File: src/chop_pkg.sv
`default_nettype none
package chop_pkg;
    ////////////////////////////////////////////////////////////////////////
    // Register map, byte addresses on the APB bus
    localparam logic [7:0] CTRL_OFS = 8'h00;
    localparam logic [7:0] DELAY_OFS = 8'h04;
    localparam logic [7:0] CMD_OFS = 8'h08;
    localparam logic [7:0] STATUS_OFS = 8'h0c;
    localparam logic [7:0] RESULT_OFS = 8'h10;

    // Field positions
    localparam int CTRL_CHOP_BIT = 0;
    localparam int CTRL_SINC3_BIT = 1;
    localparam int CTRL_RATE_LSB = 2;
    localparam int CTRL_CONT_BIT = 6;
    localparam int CMD_START_BIT = 0;
    localparam int CMD_STOP_BIT = 1;
    localparam int ST_BUSY_BIT = 0;
    localparam int ST_REV_BIT = 1;
    localparam int ST_READY_BIT = 2;
    localparam int ST_PAIR_BIT = 3;

    ////////////////////////////////////////////////////////////////////////
    // Values after reset and timing
    localparam int DATA_W = 24;
    localparam int TMOD_W = 20;
    localparam int RATE_COUNT = 14;
    localparam logic [3:0] RATE_MAX = 4'hd;
    localparam logic [7:0] DELAY_RESET = 8'h0e;
    localparam logic [3:0] RATE_RESET = 4'h0;
    localparam int MCLK_PER_TMOD = 16;

    // First data period in modulator periods, slowest rate first
    localparam logic [TMOD_W-1:0] LL_FIRST_TMOD [RATE_COUNT] = '{
        20'd208130, 20'd105730, 20'd54530, 20'd30850, 20'd28930, 20'd10320, 20'd8658,
        20'd5200, 20'd2640, 20'd1360, 20'd720, 20'd592, 20'd336, 20'd208};
    localparam logic [TMOD_W-1:0] SINC3_FIRST_TMOD [RATE_COUNT] = '{
        20'd614530, 20'd307330, 20'd153730, 20'd92290, 20'd76930, 20'd30850, 20'd25714,
        20'd15490, 20'd7810, 20'd3970, 20'd2050, 20'd1616, 20'd848, 20'd464};

    ////////////////////////////////////////////////////////////////////////
    typedef enum logic [1:0] {
        SEQ_IDLE = 2'b00,
        SEQ_SETTLE = 2'b01,
        SEQ_CONVERT = 2'b10
    } seq_state_t;

    typedef struct packed {
        logic continuous;
        logic [3:0] rate;
        logic sinc3;
        logic chop_en;
    } cfg_t;

    typedef struct packed {
        logic valid;
        logic [DATA_W-1:0] data;
    } result_t;
endpackage
`default_nettype wire

File: src/period_rom.sv
`default_nettype none
module period_rom
    import chop_pkg::*;
(
    input wire logic pclk,
    input wire logic presetn,
    input wire logic sinc3,
    input wire logic [3:0] rate,
    output logic [TMOD_W-1:0] first_tmod
);
    logic [3:0] idx;

    // Out-of-range rate codes fall back to the fastest rate
    assign idx = (rate > RATE_MAX) ? RATE_MAX : rate;

    always_ff @(posedge pclk or negedge presetn) begin
        if (!presetn) begin
            first_tmod <= LL_FIRST_TMOD[0];
        end else if (sinc3) begin
            first_tmod <= SINC3_FIRST_TMOD[idx];
        end else begin
            first_tmod <= LL_FIRST_TMOD[idx];
        end
    end
endmodule
`default_nettype wire

File: src/chop_sequencer.sv
`default_nettype none
module chop_sequencer
    import chop_pkg::*;
#(
    parameter int MOD_CYCLES = MCLK_PER_TMOD,
    parameter int PERIOD_DIV = 1
) (
    input wire logic pclk,
    input wire logic presetn,
    input wire logic psel,
    input wire logic penable,
    input wire logic pwrite,
    input wire logic [7:0] paddr,
    input wire logic [31:0] pwdata,
    output logic pready,
    output logic [31:0] prdata,
    output logic pslverr,
    input wire logic start_pin,
    input wire logic [DATA_W-1:0] conv_data,
    output logic input_reversed,
    output logic conv_run,
    output result_t result
);
    ////////////////////////////////////////////////////////////////////////
    // APB slave, one wait state per access
    cfg_t cfg_reg;
    logic [7:0] delay_reg;
    logic pready_reg, pslverr_reg;
    logic [31:0] prdata_reg;
    logic acc, wr_en, rd_en, mapped;
    logic cmd_start, cmd_stop;
    logic ready_reg, reversed_reg, have_prev_reg;
    result_t result_reg;
    seq_state_t state_reg;
    logic [31:0] status_word;

    assign acc = psel && penable && !pready_reg;
    assign wr_en = psel && penable && pready_reg && pwrite;
    assign rd_en = psel && penable && pready_reg && !pwrite;
    assign mapped = (paddr == CTRL_OFS) || (paddr == DELAY_OFS) || (paddr == CMD_OFS)
        || (paddr == STATUS_OFS) || (paddr == RESULT_OFS);
    assign cmd_start = wr_en && (paddr == CMD_OFS) && pwdata[CMD_START_BIT];
    assign cmd_stop = wr_en && (paddr == CMD_OFS) && pwdata[CMD_STOP_BIT];

    always_comb begin
        status_word = 32'h0000_0000;
        status_word[ST_BUSY_BIT] = (state_reg != SEQ_IDLE);
        status_word[ST_REV_BIT] = reversed_reg;
        status_word[ST_READY_BIT] = ready_reg;
        status_word[ST_PAIR_BIT] = have_prev_reg;
    end

    always_ff @(posedge pclk or negedge presetn) begin
        if (!presetn) begin
            pready_reg <= 1'b0;
            pslverr_reg <= 1'b0;
            prdata_reg <= 32'h0000_0000;
        end else begin
            pready_reg <= acc;
            pslverr_reg <= acc && !mapped;
            prdata_reg <= 32'h0000_0000;
            if (acc && !pwrite) begin
                case (paddr)
                    CTRL_OFS: prdata_reg <= {25'h0, cfg_reg};
                    DELAY_OFS: prdata_reg <= {24'h0, delay_reg};
                    STATUS_OFS: prdata_reg <= status_word;
                    RESULT_OFS: prdata_reg <= {8'h00, result_reg.data};
                    default: prdata_reg <= 32'h0000_0000;
                endcase
            end
        end
    end

    assign pready = pready_reg;
    assign pslverr = pslverr_reg;
    assign prdata = prdata_reg;

    always_ff @(posedge pclk or negedge presetn) begin
        if (!presetn) begin
            cfg_reg <= '{continuous: 1'b1, rate: RATE_RESET, sinc3: 1'b0, chop_en: 1'b0};
            delay_reg <= DELAY_RESET;
        end else if (wr_en && paddr == CTRL_OFS) begin
            cfg_reg <= pwdata[CTRL_CONT_BIT:CTRL_CHOP_BIT];
        end else if (wr_en && paddr == DELAY_OFS) begin
            delay_reg <= pwdata[7:0];
        end
    end

    ////////////////////////////////////////////////////////////////////////
    // Trigger pin synchroniser and start detection
    logic pin_meta, pin_sync, pin_last, trig;

    always_ff @(posedge pclk or negedge presetn) begin
        if (!presetn) begin
            pin_meta <= 1'b0;
            pin_sync <= 1'b0;
            pin_last <= 1'b0;
        end else begin
            pin_meta <= start_pin;
            pin_sync <= pin_meta;
            pin_last <= pin_sync;
        end
    end

    assign trig = (pin_sync && !pin_last) || cmd_start;

    ////////////////////////////////////////////////////////////////////////
    // Period lookup; the table holds the whole first chop period
    logic [TMOD_W-1:0] first_tmod, first_div, half_tmod;

    period_rom u_rom (
        .pclk(pclk),
        .presetn(presetn),
        .sinc3(cfg_reg.sinc3),
        .rate(cfg_reg.rate),
        .first_tmod(first_tmod)
    );

    assign first_div = first_tmod / TMOD_W'(PERIOD_DIV);
    // Each polarity conversion is half the first period
    assign half_tmod = (first_div > TMOD_W'(3)) ? (first_div >> 1) : TMOD_W'(1);

    ////////////////////////////////////////////////////////////////////////
    // Sequencer: settle, convert, collect
    logic [TMOD_W-1:0] tmod_cnt;
    logic [7:0] sub_cnt;
    logic phase_end, conv_end, chop_rise, chop_last;
    logic conv_run_reg;

    assign phase_end = (tmod_cnt == '0) && (sub_cnt == '0);
    assign conv_end = (state_reg == SEQ_CONVERT) && phase_end && !trig && !cmd_stop;

    // Counting master clocks per modulator period
    always_ff @(posedge pclk or negedge presetn) begin
        if (!presetn) begin
            state_reg <= SEQ_IDLE;
            tmod_cnt <= '0;
            sub_cnt <= 8'h00;
            conv_run_reg <= 1'b0;
        end else if (cmd_stop) begin
            state_reg <= SEQ_IDLE;
            conv_run_reg <= 1'b0;
        end else if (trig || (state_reg == SEQ_CONVERT && phase_end
                && (cfg_reg.continuous || (cfg_reg.chop_en && !have_prev_reg)))) begin
            sub_cnt <= 8'(MOD_CYCLES - 1);
            if (delay_reg != 8'h00) begin
                state_reg <= SEQ_SETTLE;
                tmod_cnt <= TMOD_W'(delay_reg) - TMOD_W'(1);
                conv_run_reg <= 1'b0;
            end else begin
                state_reg <= SEQ_CONVERT;
                tmod_cnt <= half_tmod - TMOD_W'(1);
                conv_run_reg <= 1'b1;
            end
        end else begin
            case (state_reg)
                SEQ_IDLE: begin
                    conv_run_reg <= 1'b0;
                end
                SEQ_SETTLE, SEQ_CONVERT: begin
                    if (phase_end) begin
                        if (state_reg == SEQ_SETTLE) begin
                            state_reg <= SEQ_CONVERT;
                            tmod_cnt <= half_tmod - TMOD_W'(1);
                            sub_cnt <= 8'(MOD_CYCLES - 1);
                            conv_run_reg <= 1'b1;
                        end else begin
                            // Single-shot ends after one result
                            state_reg <= SEQ_IDLE;
                            conv_run_reg <= 1'b0;
                        end
                    end else if (sub_cnt == 8'h00) begin
                        sub_cnt <= 8'(MOD_CYCLES - 1);
                        tmod_cnt <= tmod_cnt - TMOD_W'(1);
                    end else begin
                        sub_cnt <= sub_cnt - 8'h01;
                    end
                end
                default: begin
                    state_reg <= SEQ_IDLE;
                    conv_run_reg <= 1'b0;
                end
            endcase
        end
    end

    assign conv_run = conv_run_reg;

    ////////////////////////////////////////////////////////////////////////
    // Polarity and pairing of results
    logic [DATA_W-1:0] prev_data;
    logic [DATA_W:0] diff;
    logic [DATA_W-1:0] normal_val, reversed_val;

    always_ff @(posedge pclk or negedge presetn) begin
        if (!presetn) begin
            chop_last <= 1'b0;
        end else begin
            chop_last <= cfg_reg.chop_en;
        end
    end

    assign chop_rise = cfg_reg.chop_en && !chop_last;

    always_ff @(posedge pclk or negedge presetn) begin
        if (!presetn) begin
            reversed_reg <= 1'b0;
            have_prev_reg <= 1'b0;
            prev_data <= '0;
        end else if (trig || chop_rise || !cfg_reg.chop_en) begin
            reversed_reg <= 1'b0;
            have_prev_reg <= 1'b0;
        end else if (conv_end) begin
            reversed_reg <= !reversed_reg;
            have_prev_reg <= 1'b1;
            prev_data <= conv_data;
        end
    end

    assign input_reversed = reversed_reg;

    // The reversed conversion reads the signal negated, so subtract
    assign normal_val = reversed_reg ? prev_data : conv_data;
    assign reversed_val = reversed_reg ? conv_data : prev_data;
    assign diff = {normal_val[DATA_W-1], normal_val} - {reversed_val[DATA_W-1], reversed_val};

    always_ff @(posedge pclk or negedge presetn) begin
        if (!presetn) begin
            result_reg <= '0;
        end else begin
            result_reg.valid <= 1'b0;
            if (conv_end && cfg_reg.chop_en && have_prev_reg && !chop_rise) begin
                result_reg.valid <= 1'b1;
                result_reg.data <= diff[DATA_W:1];
            end else if (conv_end && !cfg_reg.chop_en) begin
                result_reg.valid <= 1'b1;
                result_reg.data <= conv_data;
            end
        end
    end

    assign result = result_reg;

    // Ready flag: a new result wins over a clearing read
    always_ff @(posedge pclk or negedge presetn) begin
        if (!presetn) begin
            ready_reg <= 1'b0;
        end else if (result_reg.valid) begin
            ready_reg <= 1'b1;
        end else if (rd_en && paddr == RESULT_OFS) begin
            ready_reg <= 1'b0;
        end
    end

    ////////////////////////////////////////////////////////////////////////
    // Checks
    logic [31:0] phase_cyc;
    logic [31:0] half_cyc, delay_cyc;

    assign half_cyc = 32'(half_tmod) * 32'(MOD_CYCLES);
    assign delay_cyc = 32'(delay_reg) * 32'(MOD_CYCLES);

    always_ff @(posedge pclk or negedge presetn) begin
        if (!presetn) begin
            phase_cyc <= 32'h0000_0000;
        end else if (trig || cmd_stop || (state_reg != SEQ_IDLE && phase_end)) begin
            // Loaded on the edge that opens a phase, so its last edge reads the full length
            phase_cyc <= 32'h0000_0001;
        end else begin
            phase_cyc <= phase_cyc + 32'h0000_0001;
        end
    end
endmodule
`default_nettype wire

File: config.mk
export PLATFORM = sky130hd
export DESIGN_NAME = chop_sequencer
export DESIGN_NICKNAME = d
export VERILOG_FILES = /design/src/chop_pkg.sv /design/src/period_rom.sv /design/src/chop_sequencer.sv
export SDC_FILE = /design/constraint.sdc
export NUM_CORES = 1
export LEC_CHECK = 0
export BUFFER_PORTS_ARGS = -buffer_cell sky130_fd_sc_hd__clkbuf_2
export CORE_MARGIN = 2
export CORE_UTILIZATION = 42
export DETAILED_ROUTE_END_ITERATION = 16
export SYNTH_ARGS = -nofsm -noshare
export SYNTH_HDL_FRONTEND = slang
export SYNTH_SLANG_ARGS = --single-unit
export TNS_END_PERCENT = 10
File: constraint.sdc
create_clock -name pclk -period 3.7 [get_ports pclk]
set_clock_uncertainty 0.1 [all_clocks]
set_input_delay 0.185 -clock pclk [delete_from_list [all_inputs] [get_ports pclk]]
set_output_delay 0.185 -clock pclk [all_outputs]
set_load 0.01 [all_outputs]
# ---- Yosys cells after proc, flatten, opt, wreduce, memory -nomap -nowiden
# Memories as Yosys holds them, arrays and structs flattened.
# Index checks and enable logic that the tools add are counted.
dict set report totals {
  register_bits 156
  mem_bits_ro 640
  inputBits 70
  out_inout_bits 61
  elab_cells 150
  memories 2
}
dict set report op_classes {
  addsub 5
  order_cmp 3
  eq_ne 9
  muxes 42
  bitwise 4
  n_reduce_logical 62
}
# name words width rd rd_clocked_by_memory_dff write_ports line_no
set mem_list {}
lappend mem_list {{(no name shown)} 16 20 1 0 0 period_rom.sv:20} ;# first_tmod <= SINC3_FIRST_TMOD[idx];
lappend mem_list {{(no name shown)} 16 20 1 0 0 period_rom.sv:22} ;# first_tmod <= LL_FIRST_TMOD[idx];
# op n
set op_table {}
lappend op_table {{20-bit 2-to-1 mux} 11}
lappend op_table {{24-bit one-hot mux with 4 select lines} 1}
lappend op_table {{25-bit 2-to-1 mux} 2}
lappend op_table {{24-bit 2-to-1 mux} 2}
lappend op_table {{8-bit 2-to-1 mux} 5}
lappend op_table {{32-bit 2-to-1 mux} 1}
lappend op_table {{1-bit logical AND} 25}
lappend op_table {{24-bit by 24-bit subtractor with 25-bit output} 1}
lappend op_table {{20-bit by 2-bit greater-than comparator with 1-bit output (second input constant)} 1}
lappend op_table {{20-bit zero test} 1}
lappend op_table {{19-bit by 1-bit subtractor with 20-bit output (second input constant)} 1}
lappend op_table {{20-bit by 1-bit subtractor with 20-bit output (second input constant)} 1}
lappend op_table {{19-bit 2-to-1 mux} 1}
lappend op_table {{8-bit by 4-bit equality test with 1-bit output (second input constant)} 2}
lappend op_table {{8-bit zero test} 2}
lappend op_table {{1-bit 2-to-1 mux} 12}
lappend op_table {{1-bit zero test} 11}
lappend op_table {{2-bit 2-to-1 mux} 5}
lappend op_table {{2-bit nonzero test} 5}
lappend op_table {{1-bit logical OR} 9}
lappend op_table {{8-bit by 1-bit subtractor with 9-bit output (second input constant)} 1}
lappend op_table {{8-bit by 3-bit equality test with 1-bit output (second input constant)} 1}
lappend op_table {{8-bit by 5-bit equality test with 1-bit output (second input constant)} 1}
lappend op_table {{8-bit nonzero test} 1}
lappend op_table {{other kinds (18)} 22}

# ---- Logic depth before layout (Yosys ltp)
dict set report logic_depth {
  depth_word 13
  mapped_depth 13
  ltp_nobuf 11
}

# ---- By module
# From an unflattened synthesis, not the netlist that was laid out.
dict set report hier_totals {
  hier_cells 961
  hier_area_um2 9155.0
}
# mod n_inst cells_per_inst area_per_inst_um2 seq_area_each_um2
set modules_own_cells {}
lappend modules_own_cells {chop_sequencer 1 851 8154.1 3208.1}
lappend modules_own_cells {period_rom 1 110 1001.0 409.1}

# ---- Least setup slack after synthesis
# OpenSTA, ideal clock, no wires.
dict set report synth_path {
  path_kind {flip-flop to flip-flop}
  start {register reversed_reg (netlist: input_reversed)}
  end {register result_reg (netlist bit result[17])}
  setup_time_ns 0.066
  arrival_time_ns 3.371
  required_ns 3.534
  setup_slack_ns 0.164
  path_stages_with_launch 13
  path_buffers 2
  period_less_slack_ns 3.536
  path_cell_list {dfrtp_1 > buf_1 > clkbuf_1 > mux2i_1 > ha_1 > nor2b_1 > o31ai_1 > a21oi_1 > a21o_1 > a211o_1 > a31oi_1 > mux2i_1 > and2_1}
}
dict set report synth_via {
  elab_chain_cells 3
  elab_cells_between_ends 4
  classes_between {add/sub (1); mux (3)}
}
# element line_no
set synth_rtl {}
lappend synth_rtl {{from (decl)} chop_sequencer.sv:32} ;# logic ready_reg, reversed_reg, have_prev_reg;
lappend synth_rtl {{from (signal assigned)} chop_sequencer.sv:214} ;# reversed_reg <= !reversed_reg;
lappend synth_rtl {{24-bit 2-to-1 mux (on tied branches)} {chop_sequencer.sv:223, chop_sequencer.sv:224}}
lappend synth_rtl {{24-bit by 24-bit subtractor with 25-bit output (*)} chop_sequencer.sv:225} ;# assign diff = {normal_val[DATA_W-1], normal_val} - {reversed_val[DATA_W-1], reversed_val};
lappend synth_rtl {{25-bit 2-to-1 mux (*)} chop_sequencer.sv:232} ;# if (conv_end && cfg_reg.chop_en && have_prev_reg && !chop_rise) begin
lappend synth_rtl {{to (decl)} chop_sequencer.sv:33} ;# result_t result_reg;
# Every way passes the cells marked *; elsewhere a longest branch is shown, timed or not.
# A chain may end at the register's enable or synchronous reset.

# ---- Worst setup path in the final report
# Same ends and word-level chain as after synthesis.

==> results.ini <==
[outcome]
status=complete, no violations

[setup_path]
cp.required_ps=3960
rrSetupSlack_ps=290
worstSetupStartpointType=flop
rr_startpoint=input_reversed
critPathKind=flop to flop
reg2reg_depth=10
end_kind=flop
cp_max_fo=17
worst_ep_arrival_time_ps=3670
reg2reg_to=result[17]

[sta]
setup_ws_ps=287
drv_slew=0
relSlewSlack=0.448
worst_pin_slew_ps=828
hold_viol_final=0
fin_setup_tns_ps=0
rsz0062_at_grt=no
fin_crit_ps=3410
timing.final.crit_share=0.922
fmax_mhz=293
finalSetupViolations=0

[pwr]
leakage_nw=5.16
p_per_area_mw_per_mm2=364
ir_drop_uv=272
switchingPower_mw=1.09
p_sw_frac=0.277
seqPwrFrac=0.437
internal_power_mw=2.85
power_frac_comb=0.155
pwr-share-clk=0.408

[synth]
ys_seq_area_frac=0.398
syn_area_mm2=0.00908
yosysTopAreaCellShare=0.367
synth_edf_count=0
synth_area_leader_cell=dfrtp_1
synth.avg_cell_area_um2=9.56
postSynthCellCount=950
yosys_most_used_dff=dfrtp_1
synth-seq-cells=144
synthTopCellsByArea=dfrtp_1 37%, mux2_2 8.2%, mux2i_1 5.7%, ha_1 4.4%, a21oi_1 3.6%
yosysWarnings=0
synth.distinct_cells=86
async_flop_share=1.00

[clock_network]
cts.htree.levels=4
cts_sinks=144
post_cts_buffers=0
clock_path_buffers=2
cts_tree=done
cts_buffers=17
clock_latency_ps=420
clkSlewWorstSetupHoldPaths_ps=60
root_buffer=clkbuf_16

[global_route]
grt_pass1_wl_um=38400
grt_antenna_before_repair=1
track_usage=0.214
grt_pass1_vias=7491
globalRoute.totalOverflow=0
grt_max_degree=75

[route]
first_pass_iters=5
met1_length_um=10400
ant_nets=0
wl_per_cell_um=16.8
viasPerCell=5.46
dr_wl_met2_um=11500
routed.top_layer=met4
vias=7493
wl_met3_um=853
drc=0
wirelength_um=23000
drtIter0Drc=317

[final_layout]
final_cells=1372
finalInstanceArea_mm2=0.0108
largest_reg_flops=25
layout-drive-gt1-share=0.238
area_growth_pct=19.3
seq_area_mm2=0.00362
multiInputGateArea_mm2=0.00511
fillerInstances=1973
nNetsFinal=1186

[placement]
port_buffers=98
dp_cells=1303
gp_congestion=0.847
post-place-ws_ps=297
detailed_place_hpwl_um=16800
placed_area_mm2=0.00992

[floorplanning]
dieWidth_um=151
rows=53
core_area_mm2=0.0211
initial_utilization=0.430
io_pins=131
die_area_mm2=0.0228
die_y_um=151

[min_path]
hold_depth=4
min_path_type=input port to flop
min_from=pwrite
hold_path_end=ready_reg

[flow_run]
drv_cap=0

## timing repair
action,CTS,global route
hold endpoints to repair,119,0
endpoints found under the setup margin,0,0
resized for setup,0,0
hold buffers,36,0
## cells by family (layout without fill, tap and decap cells)
logic type      Yosys count  after routing  synth area share
mux                     118            118             0.139
xor+xnor                 42             42            0.0405
fa+ha+maj                33             33            0.0463
compound gates          210            210             0.148
simple gates            318            318             0.185
buf+inv                  84            223            0.0414
flops                   144            144             0.398
other cells               1              9          0.000413
## stage by stage
step	total power [mW]	hold slack, ps	util
2_1_floorplan	2.13	-211	-
3_5_place_dp	2.32	173	0.471
3_3_place_gp	2.32	165	0.471
5_1_grt	4.14	17.2	0.513
4_1_cts	3.98	2.67	0.513
6_report	3.94	12.6	0.513
## power groups by stage
stage / Combinational [mW] / Sequential, mW / Clock, mW
global placement: 0.572 / 1.75 / 0
global route: 0.691 / 1.74 / 1.72
floorplan: 0.401 / 1.73 / 0
CTS: 0.611 / 1.72 / 1.64
detailed placement: 0.575 / 1.75 / 0
finish: 0.609 / 1.72 / 1.61
## layer usage
metal,vias to the layer above,track usage
li1,3707,-
met2,125,0.372
met5,-,0
met3,24,0.0425
met4,0,0.0589
met1,3637,0.271
## Yosys cell counts, drive strengths merged, types with 3 or more instances
library cell	instances
a22oi	5
mux2	66
xnor2	21
dfstp	11
a21boi	6
dfrtp	133
nor2	81
o31ai	7
o21ai	39
a32oi	3
ha	32
or2	9
inv	27
or4	4
a21oi	67
nand2	65
o311ai	3
nor4	12
nand3b	6
o21a	6
a21o	13
clkbuf	29
xor2	21
o22ai	9
nor3	22
nand4	10
buf	28
nor4b	3
nand3	27
a22o	7
and2	6
a31oi	16
mux2i	52
o211ai	3
or3	9
nor2b	7
a211oi	3
nand2b	18
and3	26
## placed cells by master, fill, tap and decap left out, drive strengths merged, types with 10 or more instances in the layout
| cell | instances |
|---|---|
| a21o | 13 |
| a21oi | 67 |
| a31oi | 16 |
| and3 | 26 |
| buf | 31 |
| clkbuf | 118 |
| dfrtp | 133 |
| dfstp | 11 |
| dlygate4sd3 | 36 |
| ha | 32 |
| inv | 27 |
| mux2 | 66 |
| mux2i | 52 |
| nand2 | 65 |
| nand2b | 18 |
| nand3 | 27 |
| nand4 | 10 |
| nor2 | 81 |
| nor3 | 22 |
| nor4 | 12 |
| o21ai | 39 |
| xnor2 | 21 |
| xor2 | 21 |
## layout make-up
class | count | area share
timing repair buffer | 164 | 0.102
inverter | 27 | 0.00936
clock buffer | 21 | 0.0416
sequential | 144 | 0.334
multi-input combinational | 729 | 0.472
tap | 275 | 0.0318
antenna | 1 | 0.000231
clock inverter | 11 | 0.00855
## critical path, cell delays in order, from the launching register on
cell and delay [ps]:
dfrtp_2 650, mux2_2 400, ha_1 340, nor2b_1 160, o31ai_1 360, a21oi_1 190, a21o_1 220, a211o_1 330
a31oi_1 270, mux2i_1 200, and2_1 130
## how the worst max path moves through the flow
| stage | start | end | slack [ps] |
|---|---|---|---|
| 4_1_cts | input_reversed | result[17] | 280 |
| 2_1_floorplan | input_reversed | result[17] | 160 |
| 6_report | input_reversed | result[17] | 290 |
| 5_1_grt | input_reversed | result[23] | 80 |
| 3_5_place_dp | input_reversed | result[17] | 300 |
| 3_3_place_gp | input_reversed | result[21] | 330 |
No activity file was read; power rests on OpenSTA's default activity.
